===== config.mk =====
export PLATFORM = sky130hd
export DESIGN_NAME = pmp_poller
export DESIGN_NICKNAME = d
export VERILOG_FILES = /design/src/verilog/pmp_pkg.sv /design/src/verilog/pmp_sync.sv /design/src/verilog/pmp_clk_div.sv /design/src/verilog/pmp_poller.sv
export VERILOG_INCLUDE_DIRS = /design/src /design/src/verilog
export SDC_FILE = /design/constraint.sdc
export NUM_CORES = 1
export LEC_CHECK = 0
export BUFFER_PORTS_ARGS = -buffer_cell sky130_fd_sc_hd__buf_4
export CORE_ASPECT_RATIO = 2
export CORE_MARGIN = 2
export CORE_UTILIZATION = 61
export DETAILED_ROUTE_END_ITERATION = 7
export PLACE_DENSITY = 0.86
export SYNTH_ARGS = -nofsm -noshare
export SYNTH_HDL_FRONTEND = slang
export SYNTH_SLANG_ARGS = --single-unit

===== constraint.sdc =====
create_clock -name ref_clk -period 22.2 [get_ports ref_clk]
set_clock_uncertainty 0.2 [all_clocks]
set_input_delay 2.22 -clock ref_clk [delete_from_list [all_inputs] [get_ports ref_clk]]
set_output_delay 2.22 -clock ref_clk [all_outputs]
set_load 0.02 [all_outputs]

===== src/verilog/pmp_cfg.svh =====
// Notes on behaviour
// - Poll all 32 addresses continuously while enabled
// - Responding bitmap bit set when PHY answers
// - Link bit needs response and link status
// - User reads also update the responding bitmap
// - Idle, no bus activity until enabled
// - Preamble by default, software may suppress
// - Management clock from programmable divider
// - Monitored PHY address from select field
// - Monitored link change sets raw, masked flags
// - User frame fields come from slot inputs
// - Launch runs whole transaction without CPU
// - Completion clears launch, sets slot done flag
// - Masked done flag gated by mask, interrupts
// - Two pending slots served round robin
// - Per-slot acknowledge bit for read answers
// - Read data stored, acknowledge set as launch clears
`ifndef PMP_CFG_SVH
`define PMP_CFG_SVH
`define PMP_NUM_PHY     32
`define PMP_NUM_SLOT    2
`define PMP_DIV_W       16
`define PMP_LAST_BIT    5'h1F
`define PMP_DRIVE_BITS  5'h0E
`define PMP_ACK_BIT     5'h0F
`define PMP_DATA_FIRST  5'h10
`define PMP_START       2'h1
`define PMP_OP_RD       2'h2
`define PMP_OP_WR       2'h1
`define PMP_TA          2'h2
`define PMP_STATUS_REG  5'h01
`define PMP_LINK_BIT    2
`endif


===== src/verilog/pmp_pkg.sv =====
`include "pmp_cfg.svh"
package pmp_pkg;
   // Frame engine states, Gray coded along idle-pre-frame-done
   typedef enum logic [1:0] {
      PMP_IDLE  = 2'h0,
      PMP_PRE   = 2'h1,
      PMP_FRAME = 2'h3,
      PMP_DONE  = 2'h2
   } pmp_state_t;

   // Complete state of the poller
   typedef struct packed {
      pmp_state_t       state;
      logic             mdc;
      logic [4:0]       bitCnt;
      logic [31:0]      shiftOut;
      logic [15:0]      shiftIn;
      logic             ack;
      logic             curUser;
      logic             curSlot;
      logic             curWrite;
      logic [4:0]       curPhy;
      logic [4:0]       pollAddr;
      logic             rrLast;
      logic [1:0]       busy;
      logic [1:0]       slotWrite;
      logic [1:0][4:0]  slotPhy;
      logic [1:0][4:0]  slotReg;
      logic [1:0][15:0] slotData;
      logic [1:0][15:0] rdData;
      logic [1:0]       ackBits;
      logic [1:0]       doneRaw;
      logic [1:0]       doneMask;
      logic             linkRaw;
      logic             linkMasked;
      logic             monLink;
      logic [31:0]      alive;
      logic [31:0]      linkMap;
      logic             mdioOut;
      logic             mdioOe;
   } pmp_state_reg_t;
endpackage


===== src/verilog/pmp_sync.sv =====
`timescale 1ns/1ps
module pmp_sync #(
   parameter int WIDTH = 1
) (
   // Clock and reset
   input  wire logic             ref_clk,
   input  wire logic             sys_rst,
   input  wire logic             clkEn,
   // Asynchronous level in, synchronous level out
   input  wire logic [WIDTH-1:0] asyncIn,
   output logic      [WIDTH-1:0] syncOut
);
   logic [WIDTH-1:0] meta_reg;   // First stage, read only by second

   // Two flip-flop synchroniser
   always_ff @(posedge ref_clk or posedge sys_rst) begin
      if (sys_rst) begin
         meta_reg <= '0;
         syncOut  <= '0;
      end else if (clkEn) begin
         meta_reg <= asyncIn;
         syncOut  <= meta_reg;
      end
   end
endmodule


===== src/verilog/pmp_clk_div.sv =====
`timescale 1ns/1ps
module pmp_clk_div #(
   parameter int DIV_W = 16
) (
   // Clock and reset
   input  wire logic             ref_clk,
   input  wire logic             sys_rst,
   input  wire logic             clkEn,
   // Half period of the management clock, minus one
   input  wire logic [DIV_W-1:0] divide,
   // One-cycle pulse per management clock half period
   output logic                  tick
);
   logic [DIV_W-1:0] count_reg;   // Cycles since last tick

   // Tick every divide+1 cycles, so the pin period is 2*(divide+1)
   always_ff @(posedge ref_clk or posedge sys_rst) begin
      if (sys_rst) begin
         count_reg <= '0;
         tick      <= 1'b0;
      end else if (clkEn) begin
         if (count_reg >= divide) begin
            count_reg <= '0;
            tick      <= 1'b1;
         end else begin
            count_reg <= count_reg + DIV_W'(1);
            tick      <= 1'b0;
         end
      end
   end
endmodule


===== src/verilog/pmp_poller.sv =====
`timescale 1ns/1ps
`include "pmp_cfg.svh"
module pmp_poller
   import pmp_pkg::*;
(
   // Clock, reset and clock enable
   input  wire logic                  ref_clk,
   input  wire logic                  sys_rst,
   input  wire logic                  clkEn,
   // Control settings
   input  wire logic                  enable,
   input  wire logic                  preambleOff,
   input  wire logic [`PMP_DIV_W-1:0] clock_divide_field,
   // Monitored PHY selection
   input  wire logic [4:0]            monitored_phy_address,
   input  wire logic                  link_change_irq_enable,
   input  wire logic                  linkChangeClear,
   // User access slots, launch pulses
   input  wire logic [1:0]            userLaunch,
   input  wire logic [1:0]            userWriteDir,
   input  wire logic [1:0][4:0]       userPhyAddr,
   input  wire logic [1:0][4:0]       userRegAddr,
   input  wire logic [1:0][15:0]      userWriteData,
   output logic      [1:0]            userBusy,
   output logic      [1:0]            userAck,
   output logic      [1:0][15:0]      userReadData,
   // Command completion flags and mask
   input  wire logic [1:0]            cmdDoneClear,
   input  wire logic [1:0]            cmd_done_mask_set_reg,
   input  wire logic [1:0]            cmd_done_mask_clear_reg,
   output logic      [1:0]            cmd_done_raw_flags,
   output logic      [1:0]            cmd_done_masked_flags,
   output logic      [1:0]            cmdDoneMask,
   output logic                       cmdIrq,
   // Link change flags
   output logic                       link_change_raw_flag,
   output logic                       link_change_masked_flag,
   // Polling results
   output logic      [31:0]           aliveMap,
   output logic      [31:0]           linkMap,
   // Management bus pins
   output logic                       mgmt_clock_pin,
   input  wire logic                  mdioIn,
   output logic                       mdioOut,
   output logic                       mdioOe
);

   ////////////////////////////////////////////////////////////////////////
   // Declarations
   ////////////////////////////////////////////////////////////////////////

   pmp_state_reg_t r_reg;        // Registered state
   pmp_state_reg_t r_next;       // Next state
   logic           tick;         // Management clock half-period pulse
   logic           mdioSync;     // Data pin after two flip-flops

   // Picks the frame bit for a given position, MSB goes first on the wire
   function automatic logic frameBit(input logic [31:0] frame,
                                     input logic [4:0]  pos);
      frameBit = frame[`PMP_LAST_BIT - pos];
   endfunction

   // Builds a full clause-22 frame for read or write
   function automatic logic [31:0] buildFrame(input logic        wr,
                                              input logic [4:0]  phy,
                                              input logic [4:0]  regIdx,
                                              input logic [15:0] data);
      buildFrame = {`PMP_START, wr ? `PMP_OP_WR : `PMP_OP_RD, phy, regIdx,
                    `PMP_TA, data};
   endfunction

   ////////////////////////////////////////////////////////////////////////
   // Submodules
   ////////////////////////////////////////////////////////////////////////

   // Management clock timing from the programmed divider
   pmp_clk_div #(
      .DIV_W   (`PMP_DIV_W)
   ) u_div (
      .ref_clk (ref_clk),
      .sys_rst (sys_rst),
      .clkEn   (clkEn),
      .divide  (clock_divide_field),
      .tick    (tick)
   );

   // PHY drives the pin off its own timing: synchronise
   pmp_sync #(
      .WIDTH   (1)
   ) u_sync (
      .ref_clk (ref_clk),
      .sys_rst (sys_rst),
      .clkEn   (clkEn),
      .asyncIn (mdioIn),
      .syncOut (mdioSync)
   );

   ////////////////////////////////////////////////////////////////////////
   // Next-state logic
   ////////////////////////////////////////////////////////////////////////

   // Software-side updates first, then bus events, so hardware sets win
   always_comb begin
      logic       pickSlot;
      logic       newLink;
      logic [1:0] waiting;
      r_next   = r_reg;
      pickSlot = 1'b0;
      newLink  = 1'b0;
      waiting  = r_reg.busy;

      // Mask set and clear; a set in the same cycle as a clear wins
      r_next.doneMask = (r_reg.doneMask & ~cmd_done_mask_clear_reg)
                        | cmd_done_mask_set_reg;

      // Software clears of the sticky flags
      r_next.doneRaw = r_reg.doneRaw & ~cmdDoneClear;
      if (linkChangeClear) begin
         r_next.linkRaw    = 1'b0;
         r_next.linkMasked = 1'b0;
      end

      // Capture launched requests; a launch on a busy slot is ignored
      for (int i = 0; i < `PMP_NUM_SLOT; i++) begin
         if (userLaunch[i] && !r_reg.busy[i]) begin
            r_next.busy[i]      = 1'b1;
            r_next.ackBits[i]   = 1'b0;
            r_next.slotWrite[i] = userWriteDir[i];
            r_next.slotPhy[i]   = userPhyAddr[i];
            r_next.slotReg[i]   = userRegAddr[i];
            r_next.slotData[i]  = userWriteData[i];
         end
      end

      // Bus engine advances only on management clock half periods
      if (tick) begin
         case (r_reg.state)
            PMP_IDLE: begin
               // Nothing moves on the pins until software enables
               if (enable) begin
                  // Users first; two waiting slots alternate
                  if (waiting[0] && waiting[1]) begin
                     pickSlot = ~r_reg.rrLast;
                  end else begin
                     pickSlot = waiting[1];
                  end
                  r_next.bitCnt  = 5'h00;
                  r_next.ack     = 1'b0;
                  r_next.shiftIn = 16'h0000;
                  if (|waiting) begin
                     r_next.curUser  = 1'b1;
                     r_next.curSlot  = pickSlot;
                     r_next.curWrite = r_reg.slotWrite[pickSlot];
                     r_next.curPhy   = r_reg.slotPhy[pickSlot];
                     r_next.shiftOut = buildFrame(r_reg.slotWrite[pickSlot],
                                                  r_reg.slotPhy[pickSlot],
                                                  r_reg.slotReg[pickSlot],
                                                  r_reg.slotData[pickSlot]);
                  end else begin
                     // Background poll of the generic status register
                     r_next.curUser  = 1'b0;
                     r_next.curWrite = 1'b0;
                     r_next.curPhy   = r_reg.pollAddr;
                     r_next.shiftOut = buildFrame(1'b0, r_reg.pollAddr,
                                                  `PMP_STATUS_REG, 16'h0000);
                  end
                  r_next.mdioOe = 1'b1;
                  if (preambleOff) begin
                     r_next.state   = PMP_FRAME;
                     r_next.mdioOut = 1'b0;
                  end else begin
                     r_next.state   = PMP_PRE;
                     r_next.mdioOut = 1'b1;
                  end
               end
            end

            PMP_PRE: begin
               // Preamble: ones for one full bit count
               r_next.mdc = ~r_reg.mdc;
               if (!r_reg.mdc) begin
                  // Rising edge: count the bit just sent
                  if (r_reg.bitCnt == `PMP_LAST_BIT) begin
                     r_next.bitCnt = 5'h00;
                     r_next.state  = PMP_FRAME;
                  end else begin
                     r_next.bitCnt = r_reg.bitCnt + 5'h01;
                  end
               end
            end

            PMP_FRAME: begin
               r_next.mdc = ~r_reg.mdc;
               if (!r_reg.mdc) begin
                  // Rising edge: PHY data is stable, sample it
                  if (r_reg.bitCnt == `PMP_ACK_BIT) begin
                     // A present PHY pulls the second turnaround bit low
                     r_next.ack = ~mdioSync;
                  end
                  if (r_reg.bitCnt >= `PMP_DATA_FIRST) begin
                     r_next.shiftIn = {r_reg.shiftIn[14:0], mdioSync};
                  end
                  if (r_reg.bitCnt == `PMP_LAST_BIT) begin
                     r_next.state = PMP_DONE;
                  end else begin
                     r_next.bitCnt = r_reg.bitCnt + 5'h01;
                  end
               end else begin
                  // Falling edge: present the next bit, release for reads
                  r_next.mdioOut = frameBit(r_reg.shiftOut, r_reg.bitCnt);
                  r_next.mdioOe  = r_reg.curWrite
                                   || (r_reg.bitCnt < `PMP_DRIVE_BITS);
               end
            end

            PMP_DONE: begin
               // Last falling edge: release the pin and post results
               r_next.mdc     = 1'b0;
               r_next.mdioOe  = 1'b0;
               r_next.state   = PMP_IDLE;
               if (r_reg.curUser) begin
                  r_next.busy[r_reg.curSlot]    = 1'b0;
                  r_next.doneRaw[r_reg.curSlot] = 1'b1;
                  r_next.rrLast                 = r_reg.curSlot;
                  if (!r_reg.curWrite) begin
                     // Read data and acknowledge land with the launch clear
                     r_next.rdData[r_reg.curSlot]  = r_reg.shiftIn;
                     r_next.ackBits[r_reg.curSlot] = r_reg.ack;
                     r_next.alive[r_reg.curPhy]    = r_reg.ack;
                  end
               end else begin
                  // Poll result overwrites the old one either way
                  r_next.alive[r_reg.curPhy]   = r_reg.ack;
                  newLink = r_reg.ack && r_reg.shiftIn[`PMP_LINK_BIT];
                  r_next.linkMap[r_reg.curPhy] = newLink;
                  r_next.pollAddr = r_reg.pollAddr + 5'h01;
                  if (r_reg.curPhy == monitored_phy_address) begin
                     r_next.monLink = newLink;
                     if (newLink != r_reg.monLink && link_change_irq_enable) begin
                        r_next.linkRaw    = 1'b1;
                        r_next.linkMasked = 1'b1;
                     end
                  end
               end
            end

            default: begin
               r_next.state  = PMP_IDLE;
               r_next.mdioOe = 1'b0;
            end
         endcase
      end
   end

   ////////////////////////////////////////////////////////////////////////
   // State register
   ////////////////////////////////////////////////////////////////////////

   // Whole state frozen while the clock enable is low
   always_ff @(posedge ref_clk or posedge sys_rst) begin
      if (sys_rst) begin
         r_reg <= '0;
      end else if (clkEn) begin
         r_reg <= r_next;
      end
   end

   ////////////////////////////////////////////////////////////////////////
   // Outputs
   ////////////////////////////////////////////////////////////////////////

   // Status straight from registers
   assign userBusy                = r_reg.busy;
   assign userAck                 = r_reg.ackBits;
   assign userReadData            = r_reg.rdData;
   assign cmd_done_raw_flags      = r_reg.doneRaw;
   assign cmdDoneMask             = r_reg.doneMask;
   assign link_change_raw_flag    = r_reg.linkRaw;
   assign link_change_masked_flag = r_reg.linkMasked;
   assign aliveMap                = r_reg.alive;
   assign linkMap                 = r_reg.linkMap;

   // Masked completion follows the mask, which may change later
   assign cmd_done_masked_flags = r_reg.doneRaw & r_reg.doneMask;
   assign cmdIrq                = |cmd_done_masked_flags;

   // Pins
   assign mgmt_clock_pin = r_reg.mdc;
   assign mdioOut        = r_reg.mdioOut;
   assign mdioOe         = r_reg.mdioOe;
endmodule


==> summary.txt, run 1 <==
Outcome
  • Status: finished clean

Floorplanning
  • Initial Util: 62.2%
  • Floorplan core area: 0.0193 sq mm
  • Die width: 103 microns
  • # rows: 72
  • Total Die Area: 0.0209 sq mm
  • Die height: 202 microns
  • IO Count: 203

Yosys
  • Syn nets: 1,200
  • Mapped cell area: 0.0120 sq mm
  • Post-synthesis async set-or-reset flop share: 100%
  • Count leader, synth: dfrtp_1
  • Synth area leaders: dfrtp_1, mux2_2, buf_4, nand2_1, o21ai_0
  • Syn Inst Count: 1,088
  • Synth top cells by count: dfrtp_1, nand2_1, mux2_2
  • Cell taking the most area after synthesis: dfrtp_1
  • Area share of the leading cell type in the synthesized netlist: 50.9%
  • Synth Warn #: 0
  • EDFF count, synth: 0
  • Sequential-to-total area share from yosys stat: 50.9%
  • Seq cells post-synth: 244
  • Syn_area_per_cell: 11.0 sq um
  • Synth cell types: 59
  • Most used DFF post-synth: dfrtp_1

CTS
  • Post-CTS Hold Fix Bufs: 0
  • Post-CTS Setup Repair Bufs: 0
  • Clock sink total: 244
  • Inserted Clock Buffers: 21
  • Clock slew at reported path FFs: 0.07 ns
  • CTS tree: yes
  • Post-CTS sizing: 0
  • CTS max path bufs: 3
  • Root buffer cell: clkbuf_16
  • Htree depth: 1
  • Clock latency on the worst-skew pair: 0.50 ns

STA
  • Hold_ws: 0.272 ns
  • # setup viols final: 0
  • Period utilization: 18.4%
  • Post-Route Setup TNS: 0 ns
  • RSZ-0062 raised after global routing: no
  • F_max: 245 MHz
  • Final hold vios: 0
  • Slew Limit Fails: 0
  • Worst slew margin: 21.2%
  • Actual slew at the worst max-slew pin: 1.18 ns
  • Period minus WS final: 4.07 ns

Global route
  • Congestion Overflow GR: 0
  • Largest net degree at the start of global routing: 156
  • GRT Overall Usage: 24.9%
  • First-pass GRT wire length: 41,200 microns
  • Number of global-route vias before repair: 8,324
  • Antenna violations before repair: 0

Final layout
  • Final #Nets: 1,265
  • Share of layout cells above drive strength 1: 33.2%
  • Fill cell count: 1,467
  • Antenna diodes: 0
  • Flip-flop count of the largest register after layout: 116
  • P&R area growth vs syn: 12.6%

Worst setup path
  • WP depth: 6
  • Crit path capture type: flip-flop
  • Startpoint Class: input port
  • Critical path's largest stage delay: 0.50 ns
  • Reg2Reg Setup Slack: 18.96 ns
  • CP Max Fanout: 45
  • CP cell instances: buf_4 -> nand4b_1 -> nor2_2 -> nand3b_1 -> o21ai_0 -> o31ai_1
  • FF-to-FF path depth: 5
  • Crit path kind: in -> reg
  • WP data arrival: 4.21 ns
  • WP data required: 22.34 ns
  • CP Buf/Inv Count: 1
  • Critical path's slowest cell: nand3b_1
  • CP delay by family, top: simple AND/OR/NAND/NOR gates

Hold path
  • Worst hold path class: reg -> reg
  • Hold depth: 2

Detailed routing
  • Iter 0 DRT Violations: 461
  • Avg Vias per Cell: 5.71
  • Remaining antenna violation count: 0
  • Routed WL per cell: 18.1 microns
  • Post-route DRC: 0
  • First-pass detailed-route iteration total: 6
  • Aggregate routed wire length: 25,800 microns
  • DR vias: 8,145

Power
  • Worst IR Drop VDD: 0.107 mV
  • Pwr Density: 70.1 mW/mm^2
  • Leak: 0.00662 uW

Placed design
  • Final GP Congestion: 0.868
  • PortBufs: 202
  • HPWL after DPL: 18,000 microns

Job
  • MaxCap Viol Count: 0
==> worst reg2reg max path: cells and delay by family (launching register included) <==
| kind | cells | cell delay, ns |
|---|---|---|
| xor gates and xnor gates | 1 | 0.41 |
| DFF | 1 | 1.07 |
| and+or+nand+nor | 4 | 1.50 |
==> layout make-up <==
cell class,instances,area (sq um),share of cell area [%]
inverter,30,120,0.889
clock inverter,14,139,1.03
multi-input combinational,649,4720,34.9
tap,259,324,2.40
clock buffer,23,543,4.02
timing repair buffer,207,1550,11.5
sequential,244,6110,45.2
==> per-layer routing <==
metal  vias to the layer above  routed length, microns  GRT usage (%)
li1                       3794                       -              -
met3                        63                    1320           3.56
met1                      4031                    9740           30.0
met4                         0                     898           9.92
met5                         -                       0              0
met2                       257                   13900           43.9
==> metrics by stage <==
step / cell area, sq um / setup WS [ns] / utilization, % / total power, uW / cells
after detailed placement: 12800 / 17.62 / 66.5 / 587 / 1389
after CTS: 13500 / 18.16 / 70.1 / 953 / 1426
after global placement: 12800 / 17.67 / 66.5 / 582 / 1389
after global routing: 13500 / 17.88 / 70.1 / 984 / 1426
final: 13500 / 18.13 / 70.1 / 946 / 1426
after floorplan: 12000 / 13.08 / - / 555 / 1088
==> layout by cell type, fill, tap and decap left out, types with 25 or more instances in the layout <==
master   count
dfrtp_1    244
buf_4      207
nand2_1    150
mux2_2     123
o21ai_0     69
o31ai_1     36
inv_1       29
mux2i_1     28
nand3_1     28
nor2_1      26
a21oi_1     25
==> where the power goes <==
| part | switching (uW) | leakage, uW | total [uW] | internal (uW) |
|---|---|---|---|---|
| sequential | 23.8 | 0.00327 | 494 | 471 |
| clock | 166 | 0.000332 | 368 | 202 |
| combinational | 40.6 | 0.00302 | 84.1 | 43.5 |
| total | 230 | 0.00662 | 946 | 716 |
==> cell families (layout without fill, tap and decap cells) <==
logic type                 after synthesis  count (layout)  share of synthesized area, %
and+or+nand+nor                        279             279                          11.2
AOI/OAI and AO/OA                      170             170                          9.02
adders and majority gates               21              21                          2.19
xor gates and xnor gates                21              21                          1.53
buffers and inverters                  195             274                          9.75
muxes                                  158             158                          15.4
DFF                                    244             244                          50.9
==> final timing paths <==
kind,from,endpoint
max,clkEn,linkMap[2]
min,r_reg[196],r_reg[196]
max reg2reg,r_reg[177],link_change_masked_flag
min reg2reg,r_reg[196],r_reg[196]
max in group asynchronous,sys_rst,r_reg[164]
min in group asynchronous,sys_rst,linkMap[23]
(Power assumes the default switching activity.)
==> run 2: changes to the inputs <==
--- a/config.mk
+++ b/config.mk
@@ -9,9 +9,9 @@
 export BUFFER_PORTS_ARGS = -buffer_cell sky130_fd_sc_hd__buf_4
 export CORE_ASPECT_RATIO = 2
 export CORE_MARGIN = 2
-export CORE_UTILIZATION = 61
+export CORE_UTILIZATION = 57
 export DETAILED_ROUTE_END_ITERATION = 7
-export PLACE_DENSITY = 0.86
+export PLACE_DENSITY = 0.81
 export SYNTH_ARGS = -nofsm -noshare
 export SYNTH_HDL_FRONTEND = slang
 export SYNTH_SLANG_ARGS = --single-unit
==> constraint.sdc (replaced) <==
create_clock -name ref_clk -period 4 [get_ports ref_clk]
set_clock_uncertainty 0.2 [all_clocks]
set_input_delay 0.4 -clock ref_clk [delete_from_list [all_inputs] [get_ports ref_clk]]
set_output_delay 0.4 -clock ref_clk [all_outputs]
set_load 0.02 [all_outputs]
==> run 2 against run 1 <==
  * Total power increased to 5.8 times the previous value
  * Combinational power increased to 6.4 times the previous value
  * Sequential share of layout area decreased by 2.4 points
  * Critical path depth decreased by 2
  * Die area increased by 6.8%
  * Largest cell class unchanged
==> summary.txt, run 2 (synthesis results as in run 1) <==
Outcome
  • Status: finished clean

Floorplanning
  • IO Count: 203
  • Die width: 107 microns
  • Total Die Area: 0.0223 sq mm
  • Die height: 209 microns
  • Floorplan core area: 0.0208 sq mm
  • # rows: 75
  • Initial Util: 57.6%

Power
  • Worst IR Drop VDD: 0.366 mV
  • Sequential share of power: 50.1%
  • Leak: 0.00693 uW
  • NetSw: 1330 uW
  • Sw frac: 24.1%
  • Clk pwr share: 40.1%
  • Logic pwr share: 9.8%
  • Design Power: 5490 uW
  • Total internal power: 4170 uW
  • Pwr Density: 385 mW/mm^2

Final layout
  • Design area: 0.0143 sq mm
  • Most common cell after layout, fill and taps aside: dfrtp_1
  • Antenna diodes: 0
  • Commonest cells after routing, fill and taps aside: dfrtp_1, buf_4, nand2_1
  • Final #Nets: 1,333
  • Share of layout cells above drive strength 1: 31.5%
  • Flip-flop count of the largest register after layout: 116
  • P&R area growth vs syn: 19.0%

Global route
  • Largest net degree at the start of global routing: 89
  • Met3 usage: 3.68%
  • Met1 Use GR: 29.1%
  • First-pass GRT wire length: 44,500 microns
  • Met2 GRT Util: 45.7%
  • Number of global-route vias before repair: 8,712
  • Antenna violations before repair: 0
  • Congestion Overflow GR: 0
  • GRT busiest layer: met2
  • GRT Overall Usage: 25.0%

CTS
  • CTS max path bufs: 3
  • Clock sink total: 244
  • Inserted Clock Buffers: 22
  • Htree depth: 1
  • CTS tree: yes
  • Clock latency on the worst-skew pair: 0.50 ns
  • Root buffer cell: clkbuf_16
  • Post-CTS Setup Repair Bufs: 0
  • Clock slew at reported path FFs: 0.07 ns

Detailed routing
  • Post-route DRC: 0
  • Iter 0 DRT Violations: 418
  • DR vias: 8,487
  • Remaining antenna violation count: 0
  • Aggregate routed wire length: 28,100 microns
  • Routed WL per cell: 18.7 microns
  • First-pass detailed-route iteration total: 5
  • Avg Vias per Cell: 5.64

Worst setup path
  • Startpoint Class: flip-flop
  • WP data arrival: 2.80 ns
  • WP data required: 4.18 ns
  • Crit path kind: reg -> reg
  • CP cell instances: and4b_1 -> nand2_1 -> nor3_4 -> mux2_2
  • Crit path capture type: flip-flop
  • Critical path's slowest cell: dfrtp_1
  • CP Max Fanout: 17
  • Reg2Reg Setup Slack: 1.38 ns
  • Critical path's largest stage delay: 0.65 ns

STA
  • Slew Limit Fails: 0
  • Worst slew margin: 16.9%
  • Post-Route Setup TNS: 0 ns
  • RSZ-0062 raised after global routing: no
  • # setup viols final: 0
  • Final hold vios: 0
  • Period utilization: 65.4%
  • Actual slew at the worst max-slew pin: 1.25 ns
  • Period minus WS final: 2.62 ns
  • F_max: 382 MHz

Hold path
  • Worst hold path class: in -> reg

Placed design
  • PortBufs: 202
  • DP Area: 0.0129 sq mm
  • Final GP Congestion: 0.881
  • HPWL after DPL: 18,400 microns

Job
  • MaxCap Viol Count: 0
run 2: cell types whose count changed in the layout (fill, tap and decap cells not counted):
cell	before	now
clkbuf_1	1	5
clkbuf_16	21	23
inv_8	1	0
buf_12	0	2
buf_4	207	209
clkinv_2	6	1
clkbuf_8	1	4
clkinv_8	0	1
dlygate4sd3_1	0	63
clkinv_4	3	1
run 2: worst paths after layout:
check / startpoint / end / depth (start not counted)
max: r_reg[233] / userReadData[13] / 4
min: cmd_done_mask_clear_reg[0] / cmdDoneMask[0] / 3
max reg2reg: r_reg[233] / userReadData[13] / 4
min reg2reg: r_reg[213] / r_reg[213] / 2
max in group asynchronous: sys_rst / r_reg[195] / 4
min in group asynchronous: sys_rst / aliveMap[30] / 3
run 2: power by group through the flow:
| stage | Sequential, uW | Combinational, uW | Clock [uW] |
|---|---|---|---|
| floorplan | 2740 | 344 | 0 |
| global placement | 2780 | 459 | 0 |
| detailed placement | 2790 | 479 | 0 |
| CTS | 2740 | 535 | 2230 |
| global route | 2770 | 601 | 2330 |
| finish | 2750 | 539 | 2200 |
run 2: routing by layer:
metal | up-vias | wire, microns
met5 | - | 0
met4 | 0 | 950
met3 | 68 | 1350
met2 | 268 | 15200
met1 | 4202 | 10600
li1 | 3949 | -
run 2: through the flow:
step                util [%]  setup WS, ns  hold slack [ns]  instances
global route            68.5          1.17           0.0233       1505
finish                  68.5          1.38           0.0184       1505
floorplan                  -         0.196            0.238       1088
CTS                     68.5          1.38          0.00108       1505
detailed placement      61.9          1.25            0.263       1403
global placement        61.9          1.30            0.254       1403
run 2: critical path, delay by kind of cell (launching register included):
kind | cells | cell delay (ns)
muxes | 1 | 0.42
DFF | 1 | 0.65
and+or+nand+nor | 3 | 1.23
run 2: layout make-up:
class                           instances  area (sq um)
Tap cell                              269           337
Inverter                               30           116
Sequential cell                       244          6110
Multi-Input combinational cell        649          4720
Timing Repair Buffer                  274          2240
Clock buffer                           32           649
Fill cell                            1550          6560
Clock inverter                          7           105
run 2: what timing repair did:
action	CTS	global route
hold buffers	63	0
gates resized for setup	0	0
hold endpoints to repair	102	0
setup endpoints to repair	0	0
